--- src/event_trigger_pkg.sv ---
package event_trigger_pkg;

   // Register byte offsets on the bus.
   localparam logic [11:0] OFS_SELECT = 12'h000;
   localparam logic [11:0] OFS_PRESCALE = 12'h004;
   localparam logic [11:0] OFS_STATUS = 12'h008;
   localparam logic [11:0] OFS_MASK = 12'h00c;
   localparam int ADDR_BITS = 12;

   localparam logic [15:0] SELECT_RESET = 16'h0000;
   localparam logic [15:0] PRESCALE_RESET = 16'h0000;
   localparam logic [2:0] STATUS_RESET = 3'h0;
   localparam logic [2:0] MASK_RESET = 3'h0;

   // Channel order everywhere: conversion start A, conversion start B, interrupt.
   localparam int NUM_CHAN = 3;
   localparam int CH_CONV_A = 0;
   localparam int CH_CONV_B = 1;
   localparam int CH_IRQ = 2;

   // Field positions, indexed by channel.
   localparam int SEL_LSB [NUM_CHAN] = '{8, 12, 0};
   localparam int EN_BIT [NUM_CHAN] = '{11, 15, 3};
   localparam int PRD_LSB [NUM_CHAN] = '{8, 12, 0};
   localparam int CNT_LSB [NUM_CHAN] = '{10, 14, 2};
   localparam logic [15:0] PRESCALE_WR_MASK = 16'h3303;

   // Shared event source codes.
   localparam logic [2:0] EV_NONE_0 = 3'h0;
   localparam logic [2:0] EV_ZERO = 3'h1;
   localparam logic [2:0] EV_PERIOD = 3'h2;
   localparam logic [2:0] EV_NONE_3 = 3'h3;
   localparam logic [2:0] EV_COMPARE_VALUE_FIRST_UP = 3'h4;
   localparam logic [2:0] EV_COMPARE_VALUE_FIRST_DOWN = 3'h5;
   localparam logic [2:0] EV_COMPARE_VALUE_SECOND_UP = 3'h6;
   localparam logic [2:0] EV_COMPARE_VALUE_SECOND_DOWN = 3'h7;

   localparam logic [1:0] CNT_MAX = 2'h3;
   localparam logic [1:0] PRD_OFF = 2'h0;

   localparam logic [1:0] HTRANS_NONSEQ = 2'h2;
   localparam logic [1:0] HRESP_OKAY = 2'h0;

   // Time-base view from the sibling counter and compare logic.
   typedef struct packed {
      logic [15:0] count;
      logic [15:0] period;
      logic [15:0] cmp_a;
      logic [15:0] cmp_b;
      logic count_up;
   } time_base_t;

   // Pulses leaving the block, one cycle each.
   typedef struct packed {
      logic conv_a_start_pulse;
      logic conv_b_start_pulse;
      logic module_irq;
   } trigger_out_t;

endpackage

--- src/pwm_event_trigger_select.sv ---
// Design decisions made here: the AHB-Lite slave port and the register offsets.
`timescale 1ns/1ps

module pwm_event_trigger_select (
   input wire logic hclk,
   input wire logic hresetn,
   input wire logic hsel,
   input wire logic [31:0] haddr,
   input wire logic [1:0] htrans,
   input wire logic hwrite,
   input wire logic [2:0] hsize,
   input wire logic [31:0] hwdata,
   input wire logic hready,
   output logic hreadyout,
   output logic [1:0] hresp,
   output logic [31:0] hrdata,
   input wire event_trigger_pkg::time_base_t time_base,
   output event_trigger_pkg::trigger_out_t trig,
   output logic irq
);

   logic [15:0] event_select_register;
   logic [15:0] prd_field;
   logic [1:0] cnt [event_trigger_pkg::NUM_CHAN];
   logic [2:0] pulse;
   logic [2:0] status;
   logic [2:0] mask;
   logic [7:0] ev_now;
   logic [7:0] ev_prev;
   logic [7:0] ev_edge;
   logic [15:0] prescale_view;
   logic wr_pend;
   logic rd_pend;
   logic rd_wait;
   logic [11:0] dp_addr;
   logic addr_take;

   // Event match for one source code; reserved codes never match.
   function automatic logic code_hit(input logic [2:0] code,
                                     input event_trigger_pkg::time_base_t tb);
      logic hit;
      hit = 1'b0;
      unique case (code)
         event_trigger_pkg::EV_ZERO: hit = (tb.count == 16'h0000);
         event_trigger_pkg::EV_PERIOD: hit = (tb.count == tb.period);
         event_trigger_pkg::EV_COMPARE_VALUE_FIRST_UP: hit = (tb.count == tb.cmp_a) && tb.count_up;
         event_trigger_pkg::EV_COMPARE_VALUE_FIRST_DOWN: hit = (tb.count == tb.cmp_a) && !tb.count_up;
         event_trigger_pkg::EV_COMPARE_VALUE_SECOND_UP: hit = (tb.count == tb.cmp_b) && tb.count_up;
         event_trigger_pkg::EV_COMPARE_VALUE_SECOND_DOWN: hit = (tb.count == tb.cmp_b) && !tb.count_up;
         event_trigger_pkg::EV_NONE_0, event_trigger_pkg::EV_NONE_3: hit = 1'b0;
      endcase
      return hit;
   endfunction

   // A counter may rest on a value for several clocks; only the first clock of a
   // match counts as an event so that a stalled time base does not flood the output.
   always_comb begin
      for (int c = 0; c < 8; c++) begin
         ev_now[c] = code_hit(3'(c), time_base);
      end
   end

   always_ff @(posedge hclk or negedge hresetn) begin
      if (!hresetn) begin
         ev_prev <= 8'h00;
      end else begin
         ev_prev <= ev_now;
      end
   end

   assign ev_edge = ev_now & ~ev_prev;

   // Per-channel event counting and pulse generation.
   genvar ch;
   generate
      for (ch = 0; ch < event_trigger_pkg::NUM_CHAN; ch++) begin : g_chan
         logic [2:0] src;
         logic en;
         logic [1:0] prd;
         logic hit;
         logic [1:0] next_cnt;
         logic fire;

         assign src = event_select_register[event_trigger_pkg::SEL_LSB[ch] +: 3];
         assign en = event_select_register[event_trigger_pkg::EN_BIT[ch]];
         assign prd = prd_field[event_trigger_pkg::PRD_LSB[ch] +: 2];
         assign hit = ev_edge[src];
         assign next_cnt = (cnt[ch] == event_trigger_pkg::CNT_MAX) ? cnt[ch] :
                           cnt[ch] + 2'h1;
         // Gate by enable and period reach.
         assign fire = hit && en && (prd != event_trigger_pkg::PRD_OFF) && (next_cnt >= prd);

         // Same counter behaviour on every channel.
         always_ff @(posedge hclk or negedge hresetn) begin
            if (!hresetn) begin
               cnt[ch] <= 2'h0;
            end else if (prd == event_trigger_pkg::PRD_OFF) begin
               cnt[ch] <= 2'h0;
            end else if (fire) begin
               cnt[ch] <= 2'h0;
            end else if (hit) begin
               cnt[ch] <= next_cnt;
            end
         end

         // Pulse is independent of the sticky status bit.
         always_ff @(posedge hclk or negedge hresetn) begin
            if (!hresetn) begin
               pulse[ch] <= 1'b0;
            end else begin
               pulse[ch] <= fire;
            end
         end
      end
   endgenerate

   assign trig.conv_a_start_pulse = pulse[event_trigger_pkg::CH_CONV_A];
   assign trig.conv_b_start_pulse = pulse[event_trigger_pkg::CH_CONV_B];
   assign trig.module_irq = pulse[event_trigger_pkg::CH_IRQ];

   // AHB-Lite address phase capture.
   assign addr_take = hsel && hready && (htrans == event_trigger_pkg::HTRANS_NONSEQ);

   always_ff @(posedge hclk or negedge hresetn) begin
      if (!hresetn) begin
         wr_pend <= 1'b0;
         rd_pend <= 1'b0;
         dp_addr <= 12'h000;
      end else if (hreadyout) begin
         wr_pend <= addr_take && hwrite;
         rd_pend <= addr_take && !hwrite;
         if (addr_take) begin
            dp_addr <= haddr[event_trigger_pkg::ADDR_BITS-1:0];
         end
      end
   end

   // Reads take one wait state so that hrdata comes from a flop and still sees
   // a write that completed in the cycle just before.
   always_ff @(posedge hclk or negedge hresetn) begin
      if (!hresetn) begin
         rd_wait <= 1'b0;
      end else begin
         rd_wait <= rd_pend && !rd_wait;
      end
   end

   assign hreadyout = !(rd_pend && !rd_wait);
   assign hresp = event_trigger_pkg::HRESP_OKAY;

   always_comb begin
      prescale_view = prd_field;
      for (int c = 0; c < event_trigger_pkg::NUM_CHAN; c++) begin
         prescale_view[event_trigger_pkg::CNT_LSB[c] +: 2] = cnt[c];
      end
   end

   always_ff @(posedge hclk or negedge hresetn) begin
      if (!hresetn) begin
         hrdata <= 32'h00000000;
      end else if (rd_pend && !rd_wait) begin
         unique case (dp_addr)
            event_trigger_pkg::OFS_SELECT: hrdata <= {16'h0000, event_select_register};
            event_trigger_pkg::OFS_PRESCALE: hrdata <= {16'h0000, prescale_view};
            event_trigger_pkg::OFS_STATUS: hrdata <= {29'h00000000, status};
            event_trigger_pkg::OFS_MASK: hrdata <= {29'h00000000, mask};
            default: hrdata <= 32'h00000000;
         endcase
      end
   end

   // Select register clears on reset; bits 7-4 stay zero.
   always_ff @(posedge hclk or negedge hresetn) begin
      if (!hresetn) begin
         event_select_register <= event_trigger_pkg::SELECT_RESET;
      end else if (wr_pend && dp_addr == event_trigger_pkg::OFS_SELECT) begin
         event_select_register <= hwdata[15:0] & 16'hff0f;
      end
   end

   always_ff @(posedge hclk or negedge hresetn) begin
      if (!hresetn) begin
         prd_field <= event_trigger_pkg::PRESCALE_RESET;
      end else if (wr_pend && dp_addr == event_trigger_pkg::OFS_PRESCALE) begin
         prd_field <= hwdata[15:0] & event_trigger_pkg::PRESCALE_WR_MASK;
      end
   end

   always_ff @(posedge hclk or negedge hresetn) begin
      if (!hresetn) begin
         mask <= event_trigger_pkg::MASK_RESET;
      end else if (wr_pend && dp_addr == event_trigger_pkg::OFS_MASK) begin
         mask <= hwdata[2:0];
      end
   end

   // Sticky status, write one to clear; a new pulse in the clearing cycle wins.
   always_ff @(posedge hclk or negedge hresetn) begin
      if (!hresetn) begin
         status <= event_trigger_pkg::STATUS_RESET;
      end else if (wr_pend && dp_addr == event_trigger_pkg::OFS_STATUS) begin
         status <= (status & ~hwdata[2:0]) | pulse;
      end else begin
         status <= status | pulse;
      end
   end

   assign irq = |(status & mask);

   // Checks.

   property p_conv_b_gated;
      @(posedge hclk) disable iff (!hresetn)
      trig.conv_b_start_pulse |-> $past(event_select_register[15]);
   endproperty
   a_conv_b_gated: assert property (p_conv_b_gated)
      else $error("conversion B pulse without its enable");

   property p_conv_a_gated;
      @(posedge hclk) disable iff (!hresetn)
      trig.conv_a_start_pulse |-> $past(event_select_register[11]);
   endproperty
   a_conv_a_gated: assert property (p_conv_a_gated)
      else $error("conversion A pulse without its enable");

   property p_irq_gated;
      @(posedge hclk) disable iff (!hresetn)
      trig.module_irq |-> $past(event_select_register[3]);
   endproperty
   a_irq_gated: assert property (p_irq_gated)
      else $error("module interrupt without its enable");

   property p_zero_first;
      @(posedge hclk) disable iff (!hresetn)
      (event_select_register[10:8] == 3'h1 && event_select_register[11] &&
       prd_field[9:8] == 2'h1 && time_base.count == 16'h0000 && !ev_prev[1])
      |=> trig.conv_a_start_pulse;
   endproperty
   a_zero_first: assert property (p_zero_first)
      else $error("zero event missed on conversion A");

   property p_compare_value_second_down;
      @(posedge hclk) disable iff (!hresetn)
      ev_edge[7] |-> (time_base.count == time_base.cmp_b) && !time_base.count_up;
   endproperty
   a_compare_value_second_down: assert property (p_compare_value_second_down)
      else $error("compare B down event without its cause");

   property p_reserved_quiet;
      @(posedge hclk) disable iff (!hresetn)
      !ev_edge[0] && !ev_edge[3];
   endproperty
   a_reserved_quiet: assert property (p_reserved_quiet)
      else $error("reserved code produced an event");

   property p_clear_on_pulse;
      @(posedge hclk) disable iff (!hresetn)
      trig.conv_b_start_pulse |-> cnt[event_trigger_pkg::CH_CONV_B] == 2'h0;
   endproperty
   a_clear_on_pulse: assert property (p_clear_on_pulse)
      else $error("event count not cleared after pulse");

   property p_third_event;
      @(posedge hclk) disable iff (!hresetn)
      (trig.conv_b_start_pulse && $past(prd_field[13:12]) == 2'h3) |->
      $past(cnt[event_trigger_pkg::CH_CONV_B]) == 2'h2;
   endproperty
   a_third_event: assert property (p_third_event)
      else $error("period three pulse on wrong event");

   property p_pulse_sets_flag;
      @(posedge hclk) disable iff (!hresetn)
      trig.conv_a_start_pulse |=> status[event_trigger_pkg::CH_CONV_A] ##1 1'b1;
   endproperty
   a_pulse_sets_flag: assert property (p_pulse_sets_flag)
      else $error("status flag not set by pulse");

   property p_conv_b_source;
      @(posedge hclk) disable iff (!hresetn)
      trig.conv_b_start_pulse |-> $past(ev_now[event_select_register[14:12]]);
   endproperty
   a_conv_b_source: assert property (p_conv_b_source)
      else $error("conversion B pulse from an unselected source");

   property p_conv_a_source;
      @(posedge hclk) disable iff (!hresetn)
      trig.conv_a_start_pulse |-> $past(ev_now[event_select_register[10:8]]);
   endproperty
   a_conv_a_source: assert property (p_conv_a_source)
      else $error("conversion A pulse from an unselected source");

   property p_irq_source;
      @(posedge hclk) disable iff (!hresetn)
      trig.module_irq |-> $past(ev_now[event_select_register[2:0]]);
   endproperty
   a_irq_source: assert property (p_irq_source)
      else $error("module interrupt from an unselected source");

   property p_period_event;
      @(posedge hclk) disable iff (!hresetn)
      ev_edge[2] |-> time_base.count == time_base.period;
   endproperty
   a_period_event: assert property (p_period_event)
      else $error("period event without its cause");

   property p_compare_value_first_up;
      @(posedge hclk) disable iff (!hresetn)
      ev_edge[4] |-> (time_base.count == time_base.cmp_a) && time_base.count_up;
   endproperty
   a_compare_value_first_up: assert property (p_compare_value_first_up)
      else $error("compare A up event without its cause");

   property p_compare_value_first_down;
      @(posedge hclk) disable iff (!hresetn)
      ev_edge[5] |-> (time_base.count == time_base.cmp_a) && !time_base.count_up;
   endproperty
   a_compare_value_first_down: assert property (p_compare_value_first_down)
      else $error("compare A down event without its cause");

   property p_compare_value_second_up;
      @(posedge hclk) disable iff (!hresetn)
      ev_edge[6] |-> (time_base.count == time_base.cmp_b) && time_base.count_up;
   endproperty
   a_compare_value_second_up: assert property (p_compare_value_second_up)
      else $error("compare B up event without its cause");

   property p_period_off_b;
      @(posedge hclk) disable iff (!hresetn)
      prd_field[13:12] == 2'h0 |=> !trig.conv_b_start_pulse;
   endproperty
   a_period_off_b: assert property (p_period_off_b)
      else $error("conversion B pulse with its counter disabled");

   property p_period_off_irq;
      @(posedge hclk) disable iff (!hresetn)
      prd_field[1:0] == 2'h0 |=> !trig.module_irq;
   endproperty
   a_period_off_irq: assert property (p_period_off_irq)
      else $error("module interrupt with its counter disabled");

   property p_select_reset;
      @(posedge hclk)
      $rose(hresetn) |-> event_select_register == event_trigger_pkg::SELECT_RESET &&
      prd_field == event_trigger_pkg::PRESCALE_RESET;
   endproperty
   a_select_reset: assert property (p_select_reset)
      else $error("configuration not cleared by reset");

   property p_count_not_written;
      @(posedge hclk) disable iff (!hresetn)
      (wr_pend && dp_addr == event_trigger_pkg::OFS_PRESCALE) |=>
      (prd_field & ~event_trigger_pkg::PRESCALE_WR_MASK) == 16'h0000;
   endproperty
   a_count_not_written: assert property (p_count_not_written)
      else $error("event count bits taken from write data");

   property p_clear_on_irq;
      @(posedge hclk) disable iff (!hresetn)
      trig.module_irq |-> cnt[event_trigger_pkg::CH_IRQ] == 2'h0;
   endproperty
   a_clear_on_irq: assert property (p_clear_on_irq)
      else $error("interrupt event count not cleared after pulse");

endmodule

--- config.mk ---
export PLATFORM = sky130hd
export DESIGN_NAME = pwm_event_trigger_select
export DESIGN_NICKNAME = d
export VERILOG_FILES = /design/src/event_trigger_pkg.sv /design/src/pwm_event_trigger_select.sv
export SDC_FILE = /design/constraint.sdc
export NUM_CORES = 1
export LEC_CHECK = 0
export BUFFER_PORTS_ARGS = -buffer_cell sky130_fd_sc_hd__buf_2
export CAP_MARGIN = 20
export CELL_PAD_IN_SITES_DETAIL_PLACEMENT = 0
export CELL_PAD_IN_SITES_GLOBAL_PLACEMENT = 1
export CORE_AREA = 5 5 108 110
export CTS_CLUSTER_SIZE = 10
export DETAILED_ROUTE_END_ITERATION = 8
export DIE_AREA = 0 0 113 115
export PLACE_DENSITY = 0.87
export SKIP_LAST_GASP = 1
export SLEW_MARGIN = 20
export SYNTH_ARGS = -nofsm -noshare
export SYNTH_HDL_FRONTEND = slang
export SYNTH_SLANG_ARGS = --single-unit
--- constraint.sdc ---
create_clock -name hclk -period 5.5 [get_ports hclk]
set_input_delay 0.275 -clock hclk [delete_from_list [all_inputs] [get_ports hclk]]
set_output_delay 0.275 -clock hclk [all_outputs]
set_load 0.01 [all_outputs]
Word level (Yosys, flattened, before mapping). Index checks and enable logic that the tools add are counted.

Register bits after elaboration: 86. Input bits: 139. Output and inout port bits: 39.

Add/sub/neg operators: 3. $lt $le $gt $ge: 6. Equal/unequal tests: 10. Muxes and demuxes: 20. Bitwise logic cells: 8. Reductions and logical operators: 39.

Operator list (number): $pmux W16 S4 (1); $eq A16 B16 Y1 (3); $eq A12 B4 Y1 const B (2); $mux W2 (12); $logic_and A1 B1 Y1 (22); $logic_not A16 Y1 (1); $eq A12 B3 Y1 const B (1); $logic_not A12 Y1 (1); $lt A3 B4 Y1 const B (3); $bmux W1 S3 (3); $reduce_bool A3 Y1 (3); $and A8 B8 Y8 (1); $eq A2 B2 Y1 const B (4); $not A8 Y8 (1); $add A2 B1 Y2 const B (3); $and A3 B3 Y3 (2); $ge A2 B2 Y1 (3); $logic_not A2 Y1 (3); $or A3 B3 Y3 (2); $reduce_bool A2 Y1 (3); $logic_not A1 Y1 (4); $mux W1 (3); $mux W3 (1); $not A3 Y3 (1); other kinds (3) (3).

Depth between registers and ports, before layout.
Word-level depth: 10. Mapped depth: 8.

Worst setup path before layout. Ideal clock, no wire load.

Kind: reg2reg. Start: register dp_addr[1]. End: register event_select_register[10]. Library setup time: 0.125 ns. Arrival time: 1.718 ns. Required time: 5.375 ns. Path slack: 3.657 ns. Cell stages (with the launch flop): 8. Path buffers: 2. Clock period less this slack: 1.843 ns. Path through: dfrtp_1 -> nor4_1 -> nand3_1 -> nor2_1 -> and3_1 -> buf_2 -> buf_4 -> mux2_2.

Cells in the longest elaborated chain, start to end: 2.

RTL lines: start, declared (line pwm_event_trigger_select.sv:35) `logic [11:0] dp_addr;`; start signal, assigned (line pwm_event_trigger_select.sv:133) `dp_addr <= haddr[event_trigger_pkg::ADDR_BITS-1:0];`; $logic_not A12 Y1 (line pwm_event_trigger_select.sv:176) `end else if (wr_pend && dp_addr == event_trigger_pkg::OFS_SELECT) begin`; $logic_and A1 B1 Y1 (line pwm_event_trigger_select.sv:176); end signal, assigned (line pwm_event_trigger_select.sv:175) `event_select_register <= event_trigger_pkg::SELECT_RESET;`; end signal, assigned (line pwm_event_trigger_select.sv:177) `event_select_register <= hwdata[15:0] & 16'hff0f;`; end, declared (line pwm_event_trigger_select.sv:22) `logic [15:0] event_select_register;`.

No other way between the ends. A chain may end at the register's enable or synchronous reset.

Final worst setup path.
Start: register rd_pend. End: register dp_addr[0].

Cells in the longest elaborated chain, start to end: 3.

RTL lines: start, declared (line pwm_event_trigger_select.sv:33) `logic rd_pend;`; start signal, assigned (line pwm_event_trigger_select.sv:131) `rd_pend <= addr_take && !hwrite;`; $logic_and A1 B1 Y1 (line pwm_event_trigger_select.sv:148) `assign hreadyout = !(rd_pend && !rd_wait);`; $not A1 Y1 (no source line); $reduce_and A2 Y1 (no source line).

No other way between the ends.

==> reports/qor.yml <==
cts_tree: "yes"
wirelength_um: 9240
fin_ws_ns: 3.09
ios: 178
final_util_pct: 45.2
port_buffers: 112
clkSlewWorstSetupHoldPaths_ns: 0.07
max_freq_mhz: 414
yosysSeqAreaShare_pct: 41.8
area_growth_pct: 21.4
dr.pass1.iters: 4
period_needed_ns: 2.41
drive_gt1_share_pct: 36.8
p_leak_uw: 0.00236
cpLargestDelayFamily: "simple AND/OR/NAND/NOR gates"
final_max_slew_viol_count: 0
synth_area_per_cell_sq_um: 10.8
grt_setup_unrepaired: "no"
fillers: 1029
max_stage_delay_ns: 0.84
yosysWarningCount: 0
worstMarginPinSlew_ns: 0.982
ant_nets: 0
powerDensity_nw_per_um2: 279
hold_viol: 0
die_area_sq_um: 13000
synthFlopType: "dfrtp_1"
route.detailed.drc: 0
cts_setup_buffers: 0
crit_type: "flip-flop to flip-flop"
fp.dieW_um: 113
slowest_stage: "nor2_1"
final_area_sq_um: 4790
worstSetupEndpointType: "flip-flop"
cts_resized: 0
vias: 3080
start_util_pct: 37.2
synthCells: 366
critPathBufInv: 1
core_area_sq_um: 10600
grt_start_max_net_pins: 67
drt_iter0_drc: 154
async_flop_share_pct: 100
yosysTopAreaCellShare_pct: 41.8
grt_pass1_vias: 3134
cts_buffer_depth: 2
grt_overflow_total: 0
cts_root_buffer: "clkbuf_8"
crit_path_max_fanout: 14
h-tree-depth: 3
power_uw: 1330
yosysTopAreaCell: "dfrtp_1"
cts.sinks: 66
drv_cap: 0
synth_cell_type_count: 49
rows: 38
finalSetupViolations: 0
viasPerCell: 4.91
synth_area_sq_um: 3950
synthMostInstantiatedCell: "dfrtp_1"
synth_commonest_cells: "66 x dfrtp_1, 48 x xor2_1, 29 x mux2_2"
required_ns: 5.72
hp-class: "input port to async pin"
n_antenna_cell: 0
crit_chain: "nand2b_1 -> clkinv_1 -> nor2_1 -> mux2_2"
grt_antenna_before_repair: 0
cts_buffers: 9
dp_hpwl_um: 7530
synth_enable_flop_cells: 0
cts-hold-fix-buffers: 0
synth_area_leaders: "dfrtp_1 42%, xor2_1 11%, mux2_2 8.3%, buf_4 4.4%, mux2i_1 2.5%"
gp_congestion: 0.829
maxSlewHeadroom_pct: 34.3
place_ws_ns: 3.05
wl_per_cell_um: 14.7
startpoint_type: "flip-flop"
die_y_um: 115
arrival_ns: 2.64
fin_tns_setup_ns: 0
status: "finished, final reports clean"
period_share_pct: 43.9
grt_usage_pct: 14.3
clk_latency_ns: 0.34
ys_ff_latch: 66
grt_pass1_wl_um: 14800
layout.nets: 628
finalClockSkew_ns: 0.00627
place_area_sq_um: 4580
ir_drop_v: 0.000124
==> path summary, 6_finish.rpt <==
kind	cells past startpoint	from	to	slack (ns)
max in group asynchronous	2	hresetn	hrdata[14]	4.87
worst max-delay path	4	rd_pend	dp_addr[0]	3.09
min in group hclk	2	hwrite	rd_pend	0.15
worst max register to register	4	rd_pend	dp_addr[0]	3.09
worst min-delay path	2	hresetn	dp_addr[5]	0.11
worst min register to register	1	trig[0]	status[2]	0.46
==> cell type report <==
| type | instances | area (sq um) | share of cell area [%] |
|---|---|---|---|
| well taps | 140 | 175 | 3.66 |
| inverters | 12 | 45.0 | 0.940 |
| clock buffers | 10 | 138 | 2.87 |
| repair buffers | 113 | 568 | 11.9 |
| multi-input cells | 281 | 2140 | 44.6 |
| flip-flops and latches | 66 | 1650 | 34.5 |
| clock inverters | 5 | 78.8 | 1.64 |
==> flip-flops by register name, indices dropped and copies added (netlist names), 6 cells and up <==
name,cells
hrdata,12
event_select_register,12
prd_field,6
dp_addr,12
cnt,6
ev_prev,6
==> per-stage QoR <==
step,hold WS [ns],cells
after floorplan,-0.0206,387
after global placement,0.449,612
after detailed placement,0.451,612
final,0.107,627
after CTS,0.137,627
after global routing,0.158,627
==> kinds of logic after synthesis <==
group                    count (synthesis)  synth area share (%)
other                                    1                0.0950
buffers and inverters                   40                  6.08
AND/OR/NAND/NOR                        109                  17.6
multiplexers                            39                  10.8
XOR/XNOR                                48                  10.6
adder cells (fa/ha/maj)                  6                  1.90
AO/OA/AOI/OAI                           57                  11.1
flip-flops                              66                  41.8
==> layout by cell type, fill, tap and decap left out, types with 7 or more instances in the layout <==
cell type,synthesis,layout
dfrtp_1,66,66
buf_2,3,112
nand3_1,9,9
inv_1,11,11
a21oi_1,9,9
o21ai_0,19,19
mux2_2,29,29
clkbuf_8,0,10
mux2i_1,10,10
nor4_1,9,9
nand2_1,18,18
nor2_1,25,25
conb_1,1,22
xor2_1,48,48
nor2b_1,7,7
==> routing by layer <==
layer | wire (um) | global-route usage (%) | vias to the layer above | share of wire [%]
met5 | 0 | 0 | - | 0
met3 | 740 | 4.32 | 6 | 8.0
met1 | 3910 | 17.6 | 1456 | 42
met4 | 80 | 4.49 | 0 | 0.87
met2 | 4510 | 24.2 | 129 | 49
li1 | - | - | 1489 | -
==> power breakdown <==
| group | internal, uW | switching, uW | total (uW) |
|---|---|---|---|
| registers | 553 | 59.8 | 613 |
| clock network | 264 | 181 | 445 |
| logic | 135 | 142 | 277 |
| total | 952 | 382 | 1330 |
Note: power is estimated with default switching activity, not from simulation.
